`src/rtl/spm_pkg.sv`:
```
// constants, register map and types of the serial port block
// assumes a 32-bit register bus with byte addressing
package spm_pkg;
  localparam int DATA_W = 16;
  localparam int FIFO_DEPTH = 8;
  localparam int PTR_W = 3;
  localparam int CNT_W = 4;
  localparam int RATIO_W = 10;
  localparam logic [7:0] OFS_STAT = 8'h00;
  localparam logic [7:0] OFS_CON1 = 8'h04;
  localparam logic [7:0] OFS_CON2 = 8'h08;
  localparam logic [7:0] OFS_BUF = 8'h0c;
  localparam logic [15:0] REG_RST = 16'h0000;
  localparam logic [15:0] STAT_WR_MASK = 16'ha01c;
  localparam logic [15:0] CON1_WR_MASK = 16'h1fff;
  localparam logic [15:0] CON2_WR_MASK = 16'he003;
  localparam int B_EN = 15;
  localparam int B_SIDL = 13;
  localparam int B_ROV = 6;
  localparam int B_CLKDIS = 12;
  localparam int B_DODIS = 11;
  localparam int B_W16 = 10;
  localparam int B_SMP = 9;
  localparam int B_CKE = 8;
  localparam int B_SELECT_PIN_ENABLE = 7;
  localparam int B_CPOL = 6;
  localparam int B_MST = 5;
  localparam int B_FRM = 15;
  localparam int B_FSD = 14;
  localparam int B_FPOL = 13;
  localparam int B_FE = 1;
  localparam int B_ENH = 0;
  localparam logic [CNT_W-1:0] CAP_ENH = 4'h8;
  localparam logic [CNT_W-1:0] CAP_STD = 4'h1;
  localparam logic [CNT_W-1:0] RX_3Q = 4'h6;
  localparam logic [4:0] BITS16 = 5'h10;
  localparam logic [4:0] BITS8 = 5'h08;
  localparam logic [RATIO_W-1:0] RATIO_MIN = 10'h002;
  localparam logic [3:0] SEC_BASE = 4'h8;
  localparam logic [1:0] RESP_OKAY = 2'h0;
  localparam logic [1:0] RESP_SLVERR = 2'h2;
  typedef enum logic [2:0] {
    ST_IDLE = 3'b001,
    ST_SYNC = 3'b010,
    ST_SHIFT = 3'b100
  } spm_state_t;
endpackage : spm_pkg

```
`src/rtl/spm_fifo_if.sv`:
```
// signals between the serial port core and one of its word stores
// assumes both ends run on the same clock
`timescale 1ns/1ps
interface spm_fifo_if;
  logic flush;
  logic push;
  logic pop;
  logic [spm_pkg::DATA_W-1:0] wdata;
  logic [spm_pkg::DATA_W-1:0] rdata;
  logic [spm_pkg::CNT_W-1:0] count;
  logic [spm_pkg::CNT_W-1:0] cap;
  modport store (input flush, input push, input pop, input wdata, input cap, output rdata, output count);
  modport user (output flush, output push, output pop, output wdata, output cap, input rdata, input count);
endinterface : spm_fifo_if

```
`src/rtl/spm_fifo.sv`:
```
// word store of up to eight entries with a movable capacity limit
// assumes push and pop come from logic on core_clk
`timescale 1ns/1ps
module spm_fifo import spm_pkg::*; (
  input wire logic core_clk,
  input wire logic rstn,
  spm_fifo_if.store f
);
  logic [DATA_W-1:0] mem [FIFO_DEPTH];
  logic [PTR_W-1:0] wp_reg, wp_next, rp_reg, rp_next;
  logic [CNT_W-1:0] cnt_reg, cnt_next;
  logic do_push, do_pop;

  always_comb begin
    do_pop = f.pop && (cnt_reg != '0);
    // a full store takes a word only when one leaves in the same cycle
    do_push = f.push && ((cnt_reg < f.cap) || do_pop);
    wp_next = wp_reg + PTR_W'(do_push);
    rp_next = rp_reg + PTR_W'(do_pop);
    cnt_next = cnt_reg + CNT_W'(do_push) - CNT_W'(do_pop);
    if (f.flush) begin
      wp_next = '0;
      rp_next = '0;
      cnt_next = '0;
    end
  end

  always_ff @(posedge core_clk or negedge rstn) begin
    if (!rstn) begin
      wp_reg <= '0;
      rp_reg <= '0;
      cnt_reg <= '0;
    end else begin
      wp_reg <= wp_next;
      rp_reg <= rp_next;
      cnt_reg <= cnt_next;
    end
  end

  always_ff @(posedge core_clk) begin
    if (do_push && !f.flush) begin
      mem[wp_reg] <= f.wdata;
    end
  end

  assign f.rdata = mem[rp_reg];
  assign f.count = cnt_reg;
endmodule : spm_fifo

```
`src/rtl/spm_top.sv`:
```
// serial port, master or slave, with axi4-lite register access
// assumes pin inputs are asynchronous; idle_mode is on core_clk
//
// Chosen here: register access over AXI4-Lite and the placing of the registers.
`timescale 1ns/1ps
// Operation
// - enable bit hands the four pins to the port; clear disables it
// - idle-stop bit freezes the port while the system is idle
// - enhanced mode count shows pending master words or unread slave words
// - shifter-empty flag is one while the shift register is free
// - word finishing while receive store is full is dropped, sticky overflow set
// - receive-empty flag is one when the receive store holds nothing
// - transmit event codes: full, store emptied, word done, slot opened
// - receive event codes: full, three quarters, data present, emptied by read
// - transmit-full flag follows the single buffer or the last free slot
// - receive-full flag follows the single buffer or the last unread slot
// - master clock pin and data-out pin can be released to general use
// - word-size bit picks sixteen or eight bit transfers
// - master samples at end of bit time if set, else in the middle
// - outside framed mode, clock-edge bit picks which clock transition changes output data
// - outside framed mode, slave uses the select pin only when select-enable is set
// - clock polarity bit sets idle level high when set, low when clear
// - master clock passes a secondary divider: 111 by one, 000 by eight
// - primary divider: 11 by one, 10 by four, 01 by sixteen, 00 by 64
// - serial clock is core clock over both ratios; one-to-one is invalid
// - framed bit enables sync on select pin; direction bit picks in or out
// - sync polarity bit and sync edge bit shape the frame pulse
// - enhanced bit routes words through stores, else single buffer
// - stores hold eight words in enhanced mode and one otherwise
// - master transfer starts as soon as a word is written
module spm_top import spm_pkg::*; (
  input wire logic core_clk,
  input wire logic rstn,
  input wire logic [7:0] awaddr,
  input wire logic awvalid,
  output logic awready,
  input wire logic [31:0] wdata,
  input wire logic [3:0] wstrb,
  input wire logic wvalid,
  output logic wready,
  output logic [1:0] bresp,
  output logic bvalid,
  input wire logic bready,
  input wire logic [7:0] araddr,
  input wire logic arvalid,
  output logic arready,
  output logic [31:0] rdata,
  output logic [1:0] rresp,
  output logic rvalid,
  input wire logic rready,
  input wire logic idle_mode,
  input wire logic shift_clock_pin_i,
  output logic shift_clock_pin_o,
  output logic shift_clock_pin_oe_n,
  output logic data_out_pin_o,
  output logic data_out_pin_oe_n,
  input wire logic data_in_pin_i,
  input wire logic select_sync_pin_i,
  output logic select_sync_pin_o,
  output logic select_sync_pin_oe_n,
  output logic buf_event
);
  function automatic logic [15:0] spm_merge(input logic [15:0] old, input logic [15:0] nw,
                                            input logic [1:0] be, input logic [15:0] msk);
    logic [15:0] m;
    m = {{8{be[1]}}, {8{be[0]}}} & msk;
    return (old & ~m) | (nw & m);
  endfunction : spm_merge

  spm_fifo_if txf();
  spm_fifo_if rxf();
  spm_fifo u_tx (.core_clk(core_clk), .rstn(rstn), .f(txf));
  spm_fifo u_rx (.core_clk(core_clk), .rstn(rstn), .f(rxf));

  logic [15:0] stat_reg, stat_next, con1_reg, con1_next, con2_reg, con2_next;
  logic rov_reg, rov_next, evt_reg, evt_next;
  logic [3:0] lv_reg, lv_next;
  logic aw_v_reg, aw_v_next, w_v_reg, w_v_next, bvalid_reg, bvalid_next, rvalid_reg, rvalid_next;
  logic [7:0] aw_a_reg, aw_a_next;
  logic [15:0] w_d_reg, w_d_next;
  logic [1:0] w_s_reg, w_s_next, bresp_reg, bresp_next, rresp_reg, rresp_next;
  logic [31:0] rdata_reg, rdata_next;
  logic [2:0] sync1_reg, sync2_reg, sync3_reg, filt_reg, filt_next;
  spm_state_t state_reg, state_next;
  logic [RATIO_W-1:0] div_reg, div_next, ratio, half;
  logic [15:0] txsh_reg, txsh_next, rxsh_reg, rxsh_next, rx_word, stat_view;
  logic [4:0] bit_reg, bit_next, nbits;
  logic act_reg, act_next, first_reg, first_next, sckp_reg, sckp_next;
  logic sck_reg, sck_next, sdo_reg, sdo_next, ss_reg, ss_next, fs_act;
  logic lead, trail, chg, smpl, skip, finish, tx_pop, rx_push, rx_pop, tx_push;
  logic wr_do, ar_take, tx_full, rx_full, rx_ovf, ev, sh_idle;
  logic [6:0] prim;
  logic [3:0] sec;
  logic [3:0] lv;
  logic [2:0] bec;

  logic port_enable, idle_stop, run, clock_pin_disable, dout_pin_disable, word_size_select;
  logic sample_phase, cke, select_pin_enable, clock_polarity, master_select;
  logic framed_enable, sync_direction, sync_polarity, sync_edge, enhanced_buffer_enable;
  logic [2:0] buffer_irq_select, secondary_divider;
  logic [1:0] primary_divider;
  logic sck_f, sdi_f, ss_f, lead_s, trail_s, slave_go, slave_abort;
  logic [4:0] npulse_reg, npulse_next;

  assign port_enable = stat_reg[B_EN];
  assign idle_stop = stat_reg[B_SIDL];
  assign buffer_irq_select = stat_reg[4:2];
  assign run = port_enable && !(idle_stop && idle_mode);
  assign clock_pin_disable = con1_reg[B_CLKDIS];
  assign dout_pin_disable = con1_reg[B_DODIS];
  assign word_size_select = con1_reg[B_W16];
  assign sample_phase = con1_reg[B_SMP];
  assign select_pin_enable = con1_reg[B_SELECT_PIN_ENABLE];
  assign clock_polarity = con1_reg[B_CPOL];
  assign master_select = con1_reg[B_MST];
  assign secondary_divider = con1_reg[4:2];
  assign primary_divider = con1_reg[1:0];
  assign framed_enable = con2_reg[B_FRM];
  assign sync_direction = con2_reg[B_FSD];
  assign sync_polarity = con2_reg[B_FPOL];
  assign sync_edge = con2_reg[B_FE];
  assign enhanced_buffer_enable = con2_reg[B_ENH];
  assign cke = con1_reg[B_CKE] && !framed_enable;
  assign nbits = word_size_select ? BITS16 : BITS8;
  assign sh_idle = state_reg == ST_IDLE;

  // divider ratios
  always_comb begin
    unique case (primary_divider)
      2'h3: prim = 7'h01;
      2'h2: prim = 7'h04;
      2'h1: prim = 7'h10;
      2'h0: prim = 7'h40;
    endcase
    sec = SEC_BASE - {1'b0, secondary_divider};
    ratio = {3'h0, prim} * {6'h00, sec};
    if (ratio < RATIO_MIN) begin
      ratio = RATIO_MIN;
    end
    half = {1'b0, ratio[RATIO_W-1:1]};
  end

  // pin synchronisers and filter
  always_comb begin
    filt_next = (sync2_reg & ~(sync2_reg ^ sync3_reg)) | (filt_reg & (sync2_reg ^ sync3_reg));
  end
  always_ff @(posedge core_clk or negedge rstn) begin
    if (!rstn) begin
      sync1_reg <= 3'h0;
      sync2_reg <= 3'h0;
      sync3_reg <= 3'h0;
      filt_reg <= 3'h0;
    end else begin
      sync1_reg <= {select_sync_pin_i, data_in_pin_i, shift_clock_pin_i};
      sync2_reg <= sync1_reg;
      sync3_reg <= sync2_reg;
      filt_reg <= filt_next;
    end
  end
  assign sck_f = filt_reg[0];
  assign sdi_f = filt_reg[1];
  assign ss_f = filt_reg[2];
  assign lead_s = (sck_f != clock_polarity) && (sckp_reg == clock_polarity);
  assign trail_s = (sck_f == clock_polarity) && (sckp_reg != clock_polarity);
  assign slave_go = framed_enable ? (sync_direction && ss_f == sync_polarity) :
                    (!select_pin_enable || !ss_f);
  assign slave_abort = !framed_enable && select_pin_enable && ss_f;

  // shift engine
  always_comb begin
    state_next = state_reg;
    div_next = div_reg;
    act_next = act_reg;
    txsh_next = txsh_reg;
    rxsh_next = rxsh_reg;
    bit_next = bit_reg;
    first_next = first_reg;
    sckp_next = sck_f;
    lead = 1'b0;
    trail = 1'b0;
    chg = 1'b0;
    smpl = 1'b0;
    skip = 1'b0;
    finish = 1'b0;
    tx_pop = 1'b0;
    rx_push = 1'b0;
    if (!port_enable) begin
      state_next = ST_IDLE;
      act_next = 1'b0;
      bit_next = '0;
    end else if (run) begin
      unique case (state_reg)
        ST_IDLE: begin
          if (master_select ? (txf.count != '0) : slave_go) begin
            tx_pop = txf.count != '0;
            txsh_next = tx_pop ? txf.rdata : '0;
            div_next = '0;
            bit_next = '0;
            first_next = 1'b1;
            act_next = 1'b0;
            state_next = (master_select && framed_enable && !sync_direction && !sync_edge) ? ST_SYNC : ST_SHIFT;
          end
        end
        ST_SYNC: begin
          div_next = div_reg + 10'h001;
          if (div_reg == ratio - 10'h001) begin
            div_next = '0;
            state_next = ST_SHIFT;
          end
        end
        ST_SHIFT: begin
          if (master_select) begin
            div_next = (div_reg == ratio - 10'h001) ? '0 : div_reg + 10'h001;
            lead = div_reg == '0 && bit_reg != nbits;
            trail = div_reg == half && bit_reg != nbits;
            finish = bit_reg == nbits && div_reg == ratio - 10'h001;
          end else begin
            lead = lead_s;
            trail = trail_s;
            finish = trail_s && bit_reg == nbits - 5'h01;
          end
          if (lead) begin
            act_next = 1'b1;
            first_next = 1'b0;
          end
          if (trail) begin
            act_next = 1'b0;
            bit_next = bit_reg + 5'h01;
          end
          chg = cke ? trail : lead;
          smpl = cke ? lead : trail;
          skip = first_reg && !cke && lead;
          if ((master_select && sample_phase) ? ((chg && !skip) || (finish && !cke)) : smpl) begin
            rxsh_next = {rxsh_reg[14:0], sdi_f};
          end
          if (chg && !skip) begin
            txsh_next = {txsh_reg[14:0], 1'b0};
          end
          if (finish) begin
            rx_push = 1'b1;
            state_next = ST_IDLE;
          end
          if (!master_select && slave_abort) begin
            rx_push = 1'b0;
            state_next = ST_IDLE;
            bit_next = '0;
            act_next = 1'b0;
          end
        end
        default: state_next = ST_IDLE;
      endcase
    end
    rx_word = word_size_select ? rxsh_next : {8'h00, rxsh_next[7:0]};
    sdo_next = word_size_select ? txsh_next[15] : txsh_next[7];
    sck_next = clock_polarity ^ act_next;
    fs_act = master_select && framed_enable && !sync_direction &&
             (state_next == ST_SYNC || (state_next == ST_SHIFT && sync_edge && bit_next == '0));
    ss_next = sync_polarity ? fs_act : !fs_act;
  end
  always_ff @(posedge core_clk or negedge rstn) begin
    if (!rstn) begin
      state_reg <= ST_IDLE;
      div_reg <= '0;
      act_reg <= 1'b0;
      txsh_reg <= '0;
      rxsh_reg <= '0;
      bit_reg <= '0;
      first_reg <= 1'b0;
      sckp_reg <= 1'b0;
      sck_reg <= 1'b0;
      sdo_reg <= 1'b0;
      ss_reg <= 1'b1;
    end else begin
      state_reg <= state_next;
      div_reg <= div_next;
      act_reg <= act_next;
      txsh_reg <= txsh_next;
      rxsh_reg <= rxsh_next;
      bit_reg <= bit_next;
      first_reg <= first_next;
      sckp_reg <= sckp_next;
      sck_reg <= sck_next;
      sdo_reg <= sdo_next;
      ss_reg <= ss_next;
    end
  end

  // clock pulses sent in the current word, for the word length check
  always_comb begin
    npulse_next = npulse_reg;
    if (sh_idle) begin
      npulse_next = 5'h00;
    end else if (act_reg && !act_next) begin
      npulse_next = npulse_reg + 5'h01;
    end
  end
  always_ff @(posedge core_clk or negedge rstn) begin
    if (!rstn) begin
      npulse_reg <= 5'h00;
    end else begin
      npulse_reg <= npulse_next;
    end
  end

  // stores and flags
  assign txf.flush = !port_enable;
  assign rxf.flush = !port_enable;
  assign txf.cap = enhanced_buffer_enable ? CAP_ENH : CAP_STD;
  assign rxf.cap = txf.cap;
  assign txf.push = tx_push;
  assign txf.wdata = w_d_reg;
  assign txf.pop = tx_pop;
  assign rxf.push = rx_push;
  assign rxf.wdata = rx_word;
  assign rxf.pop = rx_pop;
  assign tx_full = txf.count >= txf.cap;
  assign rx_full = rxf.count >= rxf.cap;
  assign rx_ovf = rx_push && rx_full && !rx_pop;
  assign bec = master_select ? txf.count[2:0] : rxf.count[2:0];
  assign stat_view = {port_enable, 1'b0, idle_stop, 2'h0, bec, sh_idle, rov_reg,
                      rxf.count == '0, buffer_irq_select, tx_full, rx_full};
  assign lv = {tx_full, rx_full, rxf.count >= RX_3Q, rxf.count != '0};

  // registers, flags and buffer events
  always_comb begin
    stat_next = stat_reg;
    con1_next = con1_reg;
    con2_next = con2_reg;
    rov_next = rov_reg;
    lv_next = lv;
    if (wr_do && aw_a_reg == OFS_STAT) begin
      stat_next = spm_merge(stat_reg, w_d_reg, w_s_reg, STAT_WR_MASK);
      if (w_s_reg[0] && !w_d_reg[B_ROV]) begin
        rov_next = 1'b0;
      end
    end
    if (rx_ovf) begin
      rov_next = 1'b1;
    end
    if (wr_do && aw_a_reg == OFS_CON1) begin
      con1_next = spm_merge(con1_reg, w_d_reg, w_s_reg, CON1_WR_MASK);
    end
    if (wr_do && aw_a_reg == OFS_CON2) begin
      con2_next = spm_merge(con2_reg, w_d_reg, w_s_reg, CON2_WR_MASK);
    end
    unique case (buffer_irq_select)
      3'h7: ev = lv[3] && !lv_reg[3];
      3'h6: ev = tx_pop && txf.count == 4'h1;
      3'h5: ev = finish;
      3'h4: ev = tx_pop;
      3'h3: ev = lv[2] && !lv_reg[2];
      3'h2: ev = lv[1] && !lv_reg[1];
      3'h1: ev = lv[0] && !lv_reg[0];
      3'h0: ev = rx_pop && rxf.count == 4'h1;
    endcase
    evt_next = enhanced_buffer_enable ? ev : finish;
  end
  always_ff @(posedge core_clk or negedge rstn) begin
    if (!rstn) begin
      stat_reg <= REG_RST;
      con1_reg <= REG_RST;
      con2_reg <= REG_RST;
      rov_reg <= 1'b0;
      lv_reg <= 4'h0;
      evt_reg <= 1'b0;
    end else begin
      stat_reg <= stat_next;
      con1_reg <= con1_next;
      con2_reg <= con2_next;
      rov_reg <= rov_next;
      lv_reg <= lv_next;
      evt_reg <= evt_next;
    end
  end

  // axi4-lite slave
  assign awready = !aw_v_reg && !bvalid_reg;
  assign wready = !w_v_reg && !bvalid_reg;
  assign arready = !rvalid_reg;
  assign wr_do = aw_v_reg && w_v_reg;
  assign ar_take = arvalid && arready;
  assign rx_pop = ar_take && araddr == OFS_BUF;
  assign tx_push = wr_do && aw_a_reg == OFS_BUF && port_enable && w_s_reg != 2'h0;
  always_comb begin
    aw_v_next = (aw_v_reg || (awvalid && awready)) && !wr_do;
    w_v_next = (w_v_reg || (wvalid && wready)) && !wr_do;
    aw_a_next = (awvalid && awready) ? awaddr : aw_a_reg;
    w_d_next = (wvalid && wready) ? wdata[15:0] : w_d_reg;
    w_s_next = (wvalid && wready) ? wstrb[1:0] : w_s_reg;
    bvalid_next = (bvalid_reg && !bready) || wr_do;
    bresp_next = bresp_reg;
    if (wr_do) begin
      bresp_next = (aw_a_reg[7:4] == 4'h0 && aw_a_reg[1:0] == 2'h0) ? RESP_OKAY : RESP_SLVERR;
    end
    rvalid_next = (rvalid_reg && !rready) || ar_take;
    rdata_next = rdata_reg;
    rresp_next = rresp_reg;
    if (ar_take) begin
      rresp_next = RESP_OKAY;
      unique case (araddr)
        OFS_STAT: rdata_next = {16'h0000, stat_view};
        OFS_CON1: rdata_next = {16'h0000, con1_reg};
        OFS_CON2: rdata_next = {16'h0000, con2_reg};
        OFS_BUF: rdata_next = {16'h0000, rxf.rdata};
        default: begin
          rdata_next = 32'h00000000;
          rresp_next = RESP_SLVERR;
        end
      endcase
    end
  end
  always_ff @(posedge core_clk or negedge rstn) begin
    if (!rstn) begin
      aw_v_reg <= 1'b0;
      w_v_reg <= 1'b0;
      aw_a_reg <= 8'h00;
      w_d_reg <= 16'h0000;
      w_s_reg <= 2'h0;
      bvalid_reg <= 1'b0;
      bresp_reg <= RESP_OKAY;
      rvalid_reg <= 1'b0;
      rdata_reg <= 32'h00000000;
      rresp_reg <= RESP_OKAY;
    end else begin
      aw_v_reg <= aw_v_next;
      w_v_reg <= w_v_next;
      aw_a_reg <= aw_a_next;
      w_d_reg <= w_d_next;
      w_s_reg <= w_s_next;
      bvalid_reg <= bvalid_next;
      bresp_reg <= bresp_next;
      rvalid_reg <= rvalid_next;
      rdata_reg <= rdata_next;
      rresp_reg <= rresp_next;
    end
  end

  assign bvalid = bvalid_reg;
  assign bresp = bresp_reg;
  assign rvalid = rvalid_reg;
  assign rdata = rdata_reg;
  assign rresp = rresp_reg;
  assign buf_event = evt_reg;
  assign shift_clock_pin_o = sck_reg;
  assign data_out_pin_o = sdo_reg;
  assign select_sync_pin_o = ss_reg;
  assign shift_clock_pin_oe_n = !(port_enable && master_select && !clock_pin_disable);
  assign data_out_pin_oe_n = !(port_enable && !dout_pin_disable);
  assign select_sync_pin_oe_n = !(port_enable && framed_enable && !sync_direction);

  pins_off_a: assert property (@(posedge core_clk) disable iff (!rstn)
    !port_enable |-> shift_clock_pin_oe_n && data_out_pin_oe_n && select_sync_pin_oe_n)
    else $error("pins driven while port disabled");
  halt_hold_a: assert property (@(posedge core_clk) disable iff (!rstn)
    port_enable && !run && state_reg == ST_SHIFT |=> $stable(div_reg) && $stable(bit_reg))
    else $error("engine moved while halted");
  ovf_set_a: assert property (@(posedge core_clk) disable iff (!rstn)
    rx_ovf |=> rov_reg ##1 (rov_reg || ($past(wr_do) && $past(aw_a_reg) == OFS_STAT)))
    else $error("overflow flag not held");
  rxe_flag_a: assert property (@(posedge core_clk) disable iff (!rstn)
    port_enable && rx_push && rxf.count == '0 && !rx_pop |=> !stat_view[5])
    else $error("receive empty flag stuck");
  start_now_a: assert property (@(posedge core_clk) disable iff (!rstn)
    run && master_select && sh_idle && txf.count != '0 |=> !sh_idle && !stat_view[7])
    else $error("master did not start");
  txf_std_a: assert property (@(posedge core_clk) disable iff (!rstn)
    !enhanced_buffer_enable && tx_push && txf.count == '0 && !tx_pop |=> tx_full)
    else $error("transmit full not set");
  word_len_a: assert property (@(posedge core_clk) disable iff (!rstn)
    finish && master_select |-> npulse_reg == (word_size_select ? BITS16 : BITS8))
    else $error("wrong bit count at end of word");
  sck_idle_a: assert property (@(posedge core_clk) disable iff (!rstn)
    sh_idle && $past(sh_idle) && $stable(clock_polarity) |-> shift_clock_pin_o == clock_polarity)
    else $error("clock not at idle level");
  ratio_max_a: assert property (@(posedge core_clk) disable iff (!rstn)
    primary_divider == 2'h0 && secondary_divider == 3'h0 |-> ratio == 10'h200)
    else $error("divider product wrong");
  bec_view_a: assert property (@(posedge core_clk) disable iff (!rstn)
    !master_select && rx_push && !rx_pop && rxf.count < rxf.cap |=> bec == $past(bec) + 3'h1)
    else $error("element count not advanced");
endmodule : spm_top

```
`config.mk`:
```
export PLATFORM = sky130hd
export DESIGN_NAME = spm_top
export DESIGN_NICKNAME = d
export VERILOG_FILES = /design/src/rtl/spm_pkg.sv /design/src/rtl/spm_fifo_if.sv /design/src/rtl/spm_fifo.sv /design/src/rtl/spm_top.sv
export SDC_FILE = /design/constraint.sdc
export NUM_CORES = 1
export LEC_CHECK = 0
export BUFFER_PORTS_ARGS = -buffer_cell sky130_fd_sc_hd__buf_4
export CAP_MARGIN = 20
export CORE_MARGIN = 10
export CORE_UTILIZATION = 45
export CTS_CLUSTER_DIAMETER = 40
export DETAILED_ROUTE_END_ITERATION = 16
export SYNTH_ARGS = -nofsm -noshare
export SYNTH_HDL_FRONTEND = slang
export SYNTH_HIERARCHICAL = 1
export SYNTH_SLANG_ARGS = --single-unit
```
`constraint.sdc`:
```
create_clock -name core_clk -period 11.2 [get_ports core_clk]
set_input_delay 0 -clock core_clk [delete_from_list [all_inputs] [get_ports core_clk]]
set_output_delay 0 -clock core_clk [all_outputs]
set_load 0.005 [all_outputs]
```
Yosys cells after proc, flatten, opt, wreduce, memory -nomap -nowiden
Memory sizes are Yosys's and may differ from the RTL's. Cells that the tools add are included.

Add/subtract/negate cells: 13. $mul: 1. Reductions and logical operators: 120. $lt $le $gt $ge: 6. Multiplexer cells: 93. Eq/ne operators: 37. Bitwise logic cells: 18.

Operators by type and width (count): 2-to-1 mux 16 bit (10); bitwise AND 16 bit (5); case mux 16 bit (4 select lines) (1); logical AND 1 bit (62); bitwise OR 16 bit (3); 2-to-1 mux 1 bit (47); 2-to-1 mux 10 bit (4); 2-to-1 mux 3 bit (12); == test 8 x 4 -> 1 bit, second input constant (4); NOT 16 bit (2); case mux 16 bit (2 select lines) (1); 2-to-1 mux 5 bit (6); case mux 10 bit (3 select lines) (1); logical NOT 1 bit (28); case mux 7 bit (4 select lines) (1); == test 3 bit, second input constant (6); bitwise AND 16 x 13 -> 16 bit (1); == test 8 x 3 -> 1 bit, second input constant (2); logical NOT 8 bit (2); NOT 13 -> 16 bit (1); AND reduction 5 bit (3); adder 3 x 1 -> 3 bit (4); == test 3 x 2 -> 1 bit, second input constant (4); 2-to-1 mux 4 bit (3); 45 further kinds (75).

Output and inout bits: 48. Memories: 2. Bits in registers: 208. RAM bits: 256. Word-level logic and storage cells: 328. Input port bits: 63.

Memories: u_rx.mem (depth 8, width 16, read ports 1, clocked after memory_dff 0, wr ports 1, line spm_fifo.sv:9) `logic [DATA_W-1:0] mem [FIFO_DEPTH];`; u_tx.mem (depth 8, width 16, read ports 1, clocked after memory_dff 0, wr ports 1, line spm_fifo.sv:9).

Longest topological paths before layout
Gate-level depths: netlist of run 1.

Depth in word-level cells: 24. Gate-level depth with buffers: 32. Gate-level depth less buffers: 30.

Cells and area by module
Netlist of run 1, hierarchy kept.

By module, submodules not included: spm_top (cells an instance 795, times used 1, sequential area each 3631.0 um^2, area an instance 8032.7 um^2); spm_fifo at u_tx (cells an instance 262, times used 1, sequential area each 4093.9 um^2, area an instance 5636.7 um^2); spm_fifo at u_rx (cells an instance 260, times used 1, sequential area each 4093.9 um^2, area an instance 5632.9 um^2).

Least setup slack after synthesis of run 1
OpenSTA, ideal clock, no wires.

Path type: register -> register. From: register (tool-made name). To: memory u_rx.mem[1][0], enable pin. Slack: 2339 ps. Data required time: 10722 ps. Arrival time: 8383 ps. Stages on the path, launching flop included: 30. Setup time: 478 ps. Path buffers: 3. Clock period less this slack: 8861 ps. Path through: dfrtp_1 -> clkbuf_1 -> nor2b_1 -> and2_1 -> ha_1 -> inv_1 -> fa_1 -> inv_1 -> ha_1 -> and3b_1 -> o32a_1 -> and4_1 -> clkbuf_1 -> nand3_1 -> and2_1 -> ha_1 -> nor3b_1 -> nor3b_1 -> and3_1 -> o2bb2ai_1 -> mux2i_1 -> nand3_1 -> or3_4 -> buf_6 -> o21ai_0 -> nand2_1 -> nor2_1 -> nor2b_1 -> nand2_1 -> a2111oi_0.

RTL lines (line): end: declaration (spm_fifo.sv:9).

==> results of run 1 <==
[synthesized netlist by cell type (5+ instances only)]
library cell | instances | area share
edfxtp_1 | 256 | 0.40
dfrtp_1 | 163 | 0.21
mux2_2 | 108 | 0.063
nor2_1 | 72 | 0.014
nand2_1 | 69 | 0.013
mux4_1 | 56 | 0.076
o21ai_0 | 52 | 0.013
inv_1 | 51 | 0.0099
a21oi_1 | 46 | 0.012
ha_1 | 41 | 0.027
clkbuf_1 | 33 | 0.0064
nor2b_1 | 29 | 0.0094
nand3_1 | 27 | 0.0070
xnor2_1 | 24 | 0.011
a22oi_1 | 23 | 0.0089
buf_4 | 18 | 0.0070
and2_1 | 16 | 0.0052
nand2b_1 | 12 | 0.0039
nor3_1 | 12 | 0.0031
nor3b_1 | 12 | 0.0047
buf_1 | 10 | 0.0019
mux4_2 | 10 | 0.012
xor2_1 | 10 | 0.0045
and3_1 | 9 | 0.0029
buf_6 | 9 | 0.0053
a21o_1 | 8 | 0.0031
mux2i_1 | 8 | 0.0041
a211oi_1 | 7 | 0.0027
a31oi_1 | 7 | 0.0023
nand4_1 | 7 | 0.0023
o211ai_1 | 6 | 0.0023
and3b_1 | 5 | 0.0023
nand3b_1 | 5 | 0.0019
nand4b_1 | 5 | 0.0023
nor4_1 | 5 | 0.0016
[critical path, delay by kind of cell (launching register included)]
family	cells	cell delay [ns]
simple gates	11	3.16
compound gates	6	1.93
buf+inv	5	0.73
mux	1	0.16
flops	1	0.48
fa+ha+maj	5	1.49
[placed cells by master, fill, tap and decap left out, types with 11 or more instances in the layout]
master,n
a21oi_1,41
a22oi_1,23
and2_1,16
buf_4,101
clkbuf_16,52
conb_1,22
dfrtp_1,161
dlygate4sd3_1,41
edfxtp_1,256
ha_1,41
inv_1,51
inv_6,11
mux2_2,108
mux4_1,56
nand2_1,69
nand2b_1,12
nand3_1,27
nor2_1,72
nor2b_1,29
nor3_1,12
nor3b_1,12
o21ai_0,52
xnor2_1,24
[logic make-up (layout without fill, tap and decap cells)]
kind of cell,count (synthesis),count (layout),synth area share
flops,421,421,0.6123
simple gates,312,312,0.08647
compound gates,192,192,0.06424
mux,182,182,0.1551
buf+inv,125,289,0.03157
fa+ha+maj,48,48,0.03228
xor+xnor,36,36,0.01789
other cells,1,22,0.0001943
[layer usage]
layer / up-vias / global-route usage
met1: 5884 / 0.2401
met2: 288 / 0.2764
met5: - / 0
met4: 0 / 0.04084
li1: 5306 / -
met3: 53 / 0.03680
[final timing paths]
check	endpoint	startpoint	cells after the start	slack [ns]
max	u_rx/mem[2][5]	flip-flop	28	2.92
min	aw_v_reg	awvalid	3	0.03
max reg2reg	u_rx/mem[2][5]	flip-flop	28	2.92
min reg2reg	sync2_reg[1]	sync1_reg[1]	0	0.35
max in group asynchronous	div_reg[3]	rstn	3	9.59
min in group asynchronous	aw_a_reg[0]	rstn	2	0.08
[cell type report]
class,instances,area (um2),area share
Clock inverter,36,341.6,0.01512
Clock buffer,59,1358,0.06009
Multi-Input combinational cell,792,7027,0.3110
Sequential cell,421,11820,0.5232
Tap cell,539,674.4,0.02985
Inverter,51,191.4,0.008473
Timing Repair Buffer,143,1180,0.05222
[through the flow]
step,cell area (um2),utilization
2_1_floorplan,19380,-
3_3_place_gp,20470,0.4858
3_5_place_dp,20470,0.4858
4_1_cts,22580,0.5359
5_1_grt,22590,0.5362
6_report,22590,0.5362
[power groups by stage]
stage / logic (W) / clock network, W / registers (W)
2_1_floorplan: 0.000266 / 0 / 0.00192
3_3_place_gp: 0.000345 / 0 / 0.00200
3_5_place_dp: 0.000353 / 0 / 0.00201
4_1_cts: 0.000367 / 0.00166 / 0.00198
5_1_grt: 0.000402 / 0.00173 / 0.00200
6_report: 0.000365 / 0.00163 / 0.00198
==> flow_summary.yaml, run 1 <==
run_status:
  status: "finished, final reports clean"
power_and_ir_drop:
  comb_power_share: 0.092
  p_leak_nw: 8.360
  seqPwrFrac: 0.498
  cellPowerDensity_nw_per_um2: 175.7
  clkPwrFrac: 0.410
  power.switching_w: 0.001024
  power_w: 0.003969
  ir_worst_vdd_uv: 127.3
  intPower_w: 0.002945
  switching_share: 0.2579
synth:
  netlist_area_um2: 19300
  yosysWarnings: 6
  avgSynthCellArea_um2: 14.66
  synth_ff_type: "edfxtp_1"
  synthCells: 1317
  ys_ff_latch: 421
  ys_seq_area_frac: 0.6123
  async_flop_share: 0.3919
  synth_enable_flop_cells: 256
  synth_cell_types: 82
place:
  port_buffers: 74
  hpwl_um: 29050
  dpl_worst_slack_ns: 3.085
  place_congestion: 0.8508
  dpl.cell_count: 1903
cells_and_area:
  instances_no_fill: 2041
  antennaDiodeCount: 0
  final_nets: 1568
  fillCellCount: 3449
  drive_gt1_frac: 0.2264
  reg.largest.list: "u_rx/mem: 128 flops, u_tx/mem: 128 flops"
  syn_to_final_growth_pct: 17.05
timing:
  hold_viol_final: 0
  clock.fmax_ghz: 0.1208
  rsz0062_at_grt: "no"
  worst_pin_slew_ns: 1.100
  fin_ws_ns: 2.924
  fin_hold_ws_ns: 0.03385
  finClkSkew_ns: 0.02899
  slew_headroom: 0.2665
  timing.final.crit_share: 0.7390
  period_minus_slack_ns: 8.276
  slew_violations: 0
  finalSetupTns_ns: 0
  setup_violations: 0
clock_tree:
  htreeDepth: 2
  cts_max_path_buffers: 3
  cts_made_buffers: 51
  tritoncts: "built"
  clkLatencyLatePin_ns: 0.59
  clock_sinks: 421
  clockRootBuffer: "clkbuf_16"
  hold_buffers: 41
  post_cts_resized: 0
  path_clk_slew_ns: 0.06
  cts_setup_buffers: 0
die:
  die_h_um: 227.1
  io_pins: 111
  start_util: 0.4581
  die_w_um: 227.1
  core_area_um2: 42130
  num_rows: 75
  dieArea_um2: 51580
routing:
  vias: 11530
  drt-total-wl_um: 44420
  wl_met2_um: 21120
  viasPerCell: 5.650
  drc_errors: 0
  met3RoutedLength_um: 2540
  post_drt_wl_per_cell_um: 21.76
  m1WireLength_um: 20070
  maxUsedRoutingLayer: "met4"
  initialDrtViolationCount: 759
  final_antenna_net_count: 0
  firstDrtPassIters: 5
worst_setup_path:
  worstPathArrival_ns: 8.56
  crit_path_end_kind: "flip-flop"
  cp-start-kind: "flip-flop"
  cp_data_required_time_ns: 11.49
  critPathSlowestCell: "a211oi_2"
  worstSetupPathType: "reg2reg"
  crit_fanout: 11
  slowest_delay_ns: 0.69
grt:
  grt_pass1_wl_um: 68480
  grt_pass1_vias: 11620
  globalRouteTotalUtil: 0.1736
  grt_overflow_total: 0
  grt_max_degree: 92
  antenna_found_initial: 0
worst_hold_path:
  hp-class: "in2reg"
flow_run:
  drv_cap: 0
Power figures use the tool's default switching activity.
==> inputs of run 2 (changes only) <==
- clock period: 11.2 -> 7.2 ns (I/O delays scaled with it)
==> flow_summary.yaml, run 2 (synthesis gave the netlist of run 1 again) <==
worst_setup_path:
  slowest_delay_ns: 0.53
  cp-start-kind: "flip-flop"
  worstPathArrival_ns: 7.02
  ff2ff_setup_slack_ns: 0.48
  crit_fanout: 9
  worstSetupPathType: "reg2reg"
  cpMostUsedCell: "ha_1"
  crit_path_end_kind: "flip-flop"
  critPathSlowestCell: "fa_1"
  r2r_cells: 29
  cp_data_required_time_ns: 7.50
run_status:
  status: "finished, final reports clean"
die:
  core_area_um2: 42130
  io_pins: 111
  die_h_um: 227.1
  dieArea_um2: 51580
  die_w_um: 227.1
  num_rows: 75
  start_util: 0.4581
grt:
  grt_pass1_wl_um: 70260
  globalRouteTotalUtil: 0.1782
  grt_pass1_vias: 11900
  grt_overflow_total: 0
  grt_max_degree: 108
  antenna_found_initial: 0
routing:
  post_drt_wl_per_cell_um: 21.74
  final_antenna_net_count: 0
  drt-total-wl_um: 45220
  firstDrtPassIters: 5
  vias: 11570
  initialDrtViolationCount: 691
  drc_errors: 0
  viasPerCell: 5.560
clock_tree:
  clockRootBuffer: "clkbuf_16"
  clkLatencyLatePin_ns: 0.61
  tritoncts: "built"
  cts_max_path_buffers: 3
  htreeDepth: 2
  path_clk_slew_ns: 0.06
  cts_made_buffers: 57
  clock_sinks: 421
  cts_setup_buffers: 0
cells_and_area:
  drive_gt1_frac: 0.2455
  final_common_cell: "edfxtp_1"
  design_area_um2: 23180
  final_nets: 1599
  register_area_um2: 11820
  mostFrequentLayoutCells: "edfxtp_1, dfrtp_1, buf_4, mux2_2, nor2_1"
  multiInputGateArea_um2: 7117
  reg.largest.list: "u_rx/mem: 128 flops, u_tx/mem: 128 flops"
  fillCellCount: 3409
  syn_to_final_growth_pct: 20.10
  fin_util: 0.5502
timing:
  hold_viol_final: 0
  finClkSkew_ns: 0.02877
  worst_pin_slew_ns: 1.127
  slew_violations: 0
  timing.final.crit_share: 0.9333
  slew_headroom: 0.2486
  setup_violations: 0
  rsz0062_at_grt: "yes"
  clock.fmax_ghz: 0.1488
  period_minus_slack_ns: 6.720
worst_hold_path:
  hp-class: "in2reg"
  holdPathStages: 3
power_and_ir_drop:
  p_leak_nw: 8.655
  ir_worst_vdd_uv: 187.8
  cellPowerDensity_nw_per_um2: 282.6
place:
  place_area_um2: 20730
  port_buffers: 74
  hpwl_um: 30310
  place_congestion: 0.8316
flow_run:
  drv_cap: 0
==> run 2: cell types whose count changed in the layout (fill, tap and decap cells not counted), moves of 4 or more <==
cell	delta
a2111oi_2	-4
bufinv_16	+5
buf_4	+25
clkbuf_1	+6
clkbuf_16	+6
a2111oi_4	+4
inv_6	-6
==> run 2: timing repair <==
| action | 4_1_cts | 5_1_grt |
|---|---|---|
| endpoints found under the setup margin | 64 | 133 |
| endpoints found under the hold margin | 152 | 0 |
| hold buffers | 41 | 0 |
| gates resized for setup | 1 | 8 |
| pin swaps | 0 | 3 |
| cloned | 0 | 0 |
==> run 2: final cells by class <==
class | instances | area share
repair buffers | 168 | 0.05910
inverters | 51 | 0.008258
multi-input cells | 792 | 0.3070
clock inverters | 37 | 0.02056
well taps | 539 | 0.02909
clock buffers | 71 | 0.06601
flip-flops and latches | 421 | 0.5099
diodes | 1 | 0.0001079
==> run 2: worst max-delay path, delay by kind of cell, from the launching register on <==
family	cells	cell delay (ns)
buffers and inverters	5	0.61
adders and majority gates	5	1.51
and+or+nand+nor	14	2.77
muxes	1	0.14
DFF	1	0.38
AOI/OAI and AO/OA	4	1.02
==> run 2: final timing paths <==
path | end | start
min reg2reg | sync2_reg[0] | sync1_reg[0]
max reg2reg | u_rx/mem[3][9] | flip-flop
max in group asynchronous | asynchronous set/reset pin | rstn
min | aw_v_reg | awvalid
max | u_rx/mem[3][9] | flip-flop
min in group asynchronous | aw_a_reg[0] | rstn
==> run 2: where the power goes <==
part / internal, W / switching [W] / leakage, nW
registers: 0.00281 / 0.000248 / 4.32
clock network: 0.00182 / 0.00108 / 0.972
logic: 0.000296 / 0.000296 / 3.36
==> run 2: through the flow <==
stage / hold WS [ns] / power, W / setup TNS, ns / cells / setup slack [ns]
2_1_floorplan: -0.2956 / 0.003398 / -18.72 / 1338 / -0.2354
3_3_place_gp: 0.1115 / 0.003645 / 0 / 1929 / 0.02993
3_5_place_dp: 0.1105 / 0.003671 / -1.393 / 1930 / -0.05036
4_1_cts: 0.001515 / 0.006614 / 0 / 2079 / 0.02242
5_1_grt: 0.03712 / 0.006822 / -0.7011 / 2079 / -0.05250
6_report: 0.03323 / 0.006552 / 0 / 2080 / 0.4799
==> run 2: per-layer routing <==
layer | track usage | share of wire | vias up
met2 | 0.2993 | 0.50 | 231
met5 | 0 | 0 | -
met4 | 0.06105 | 0.023 | 0
met1 | 0.2307 | 0.43 | 5911
met3 | 0.02973 | 0.043 | 60
li1 | - | - | 5363
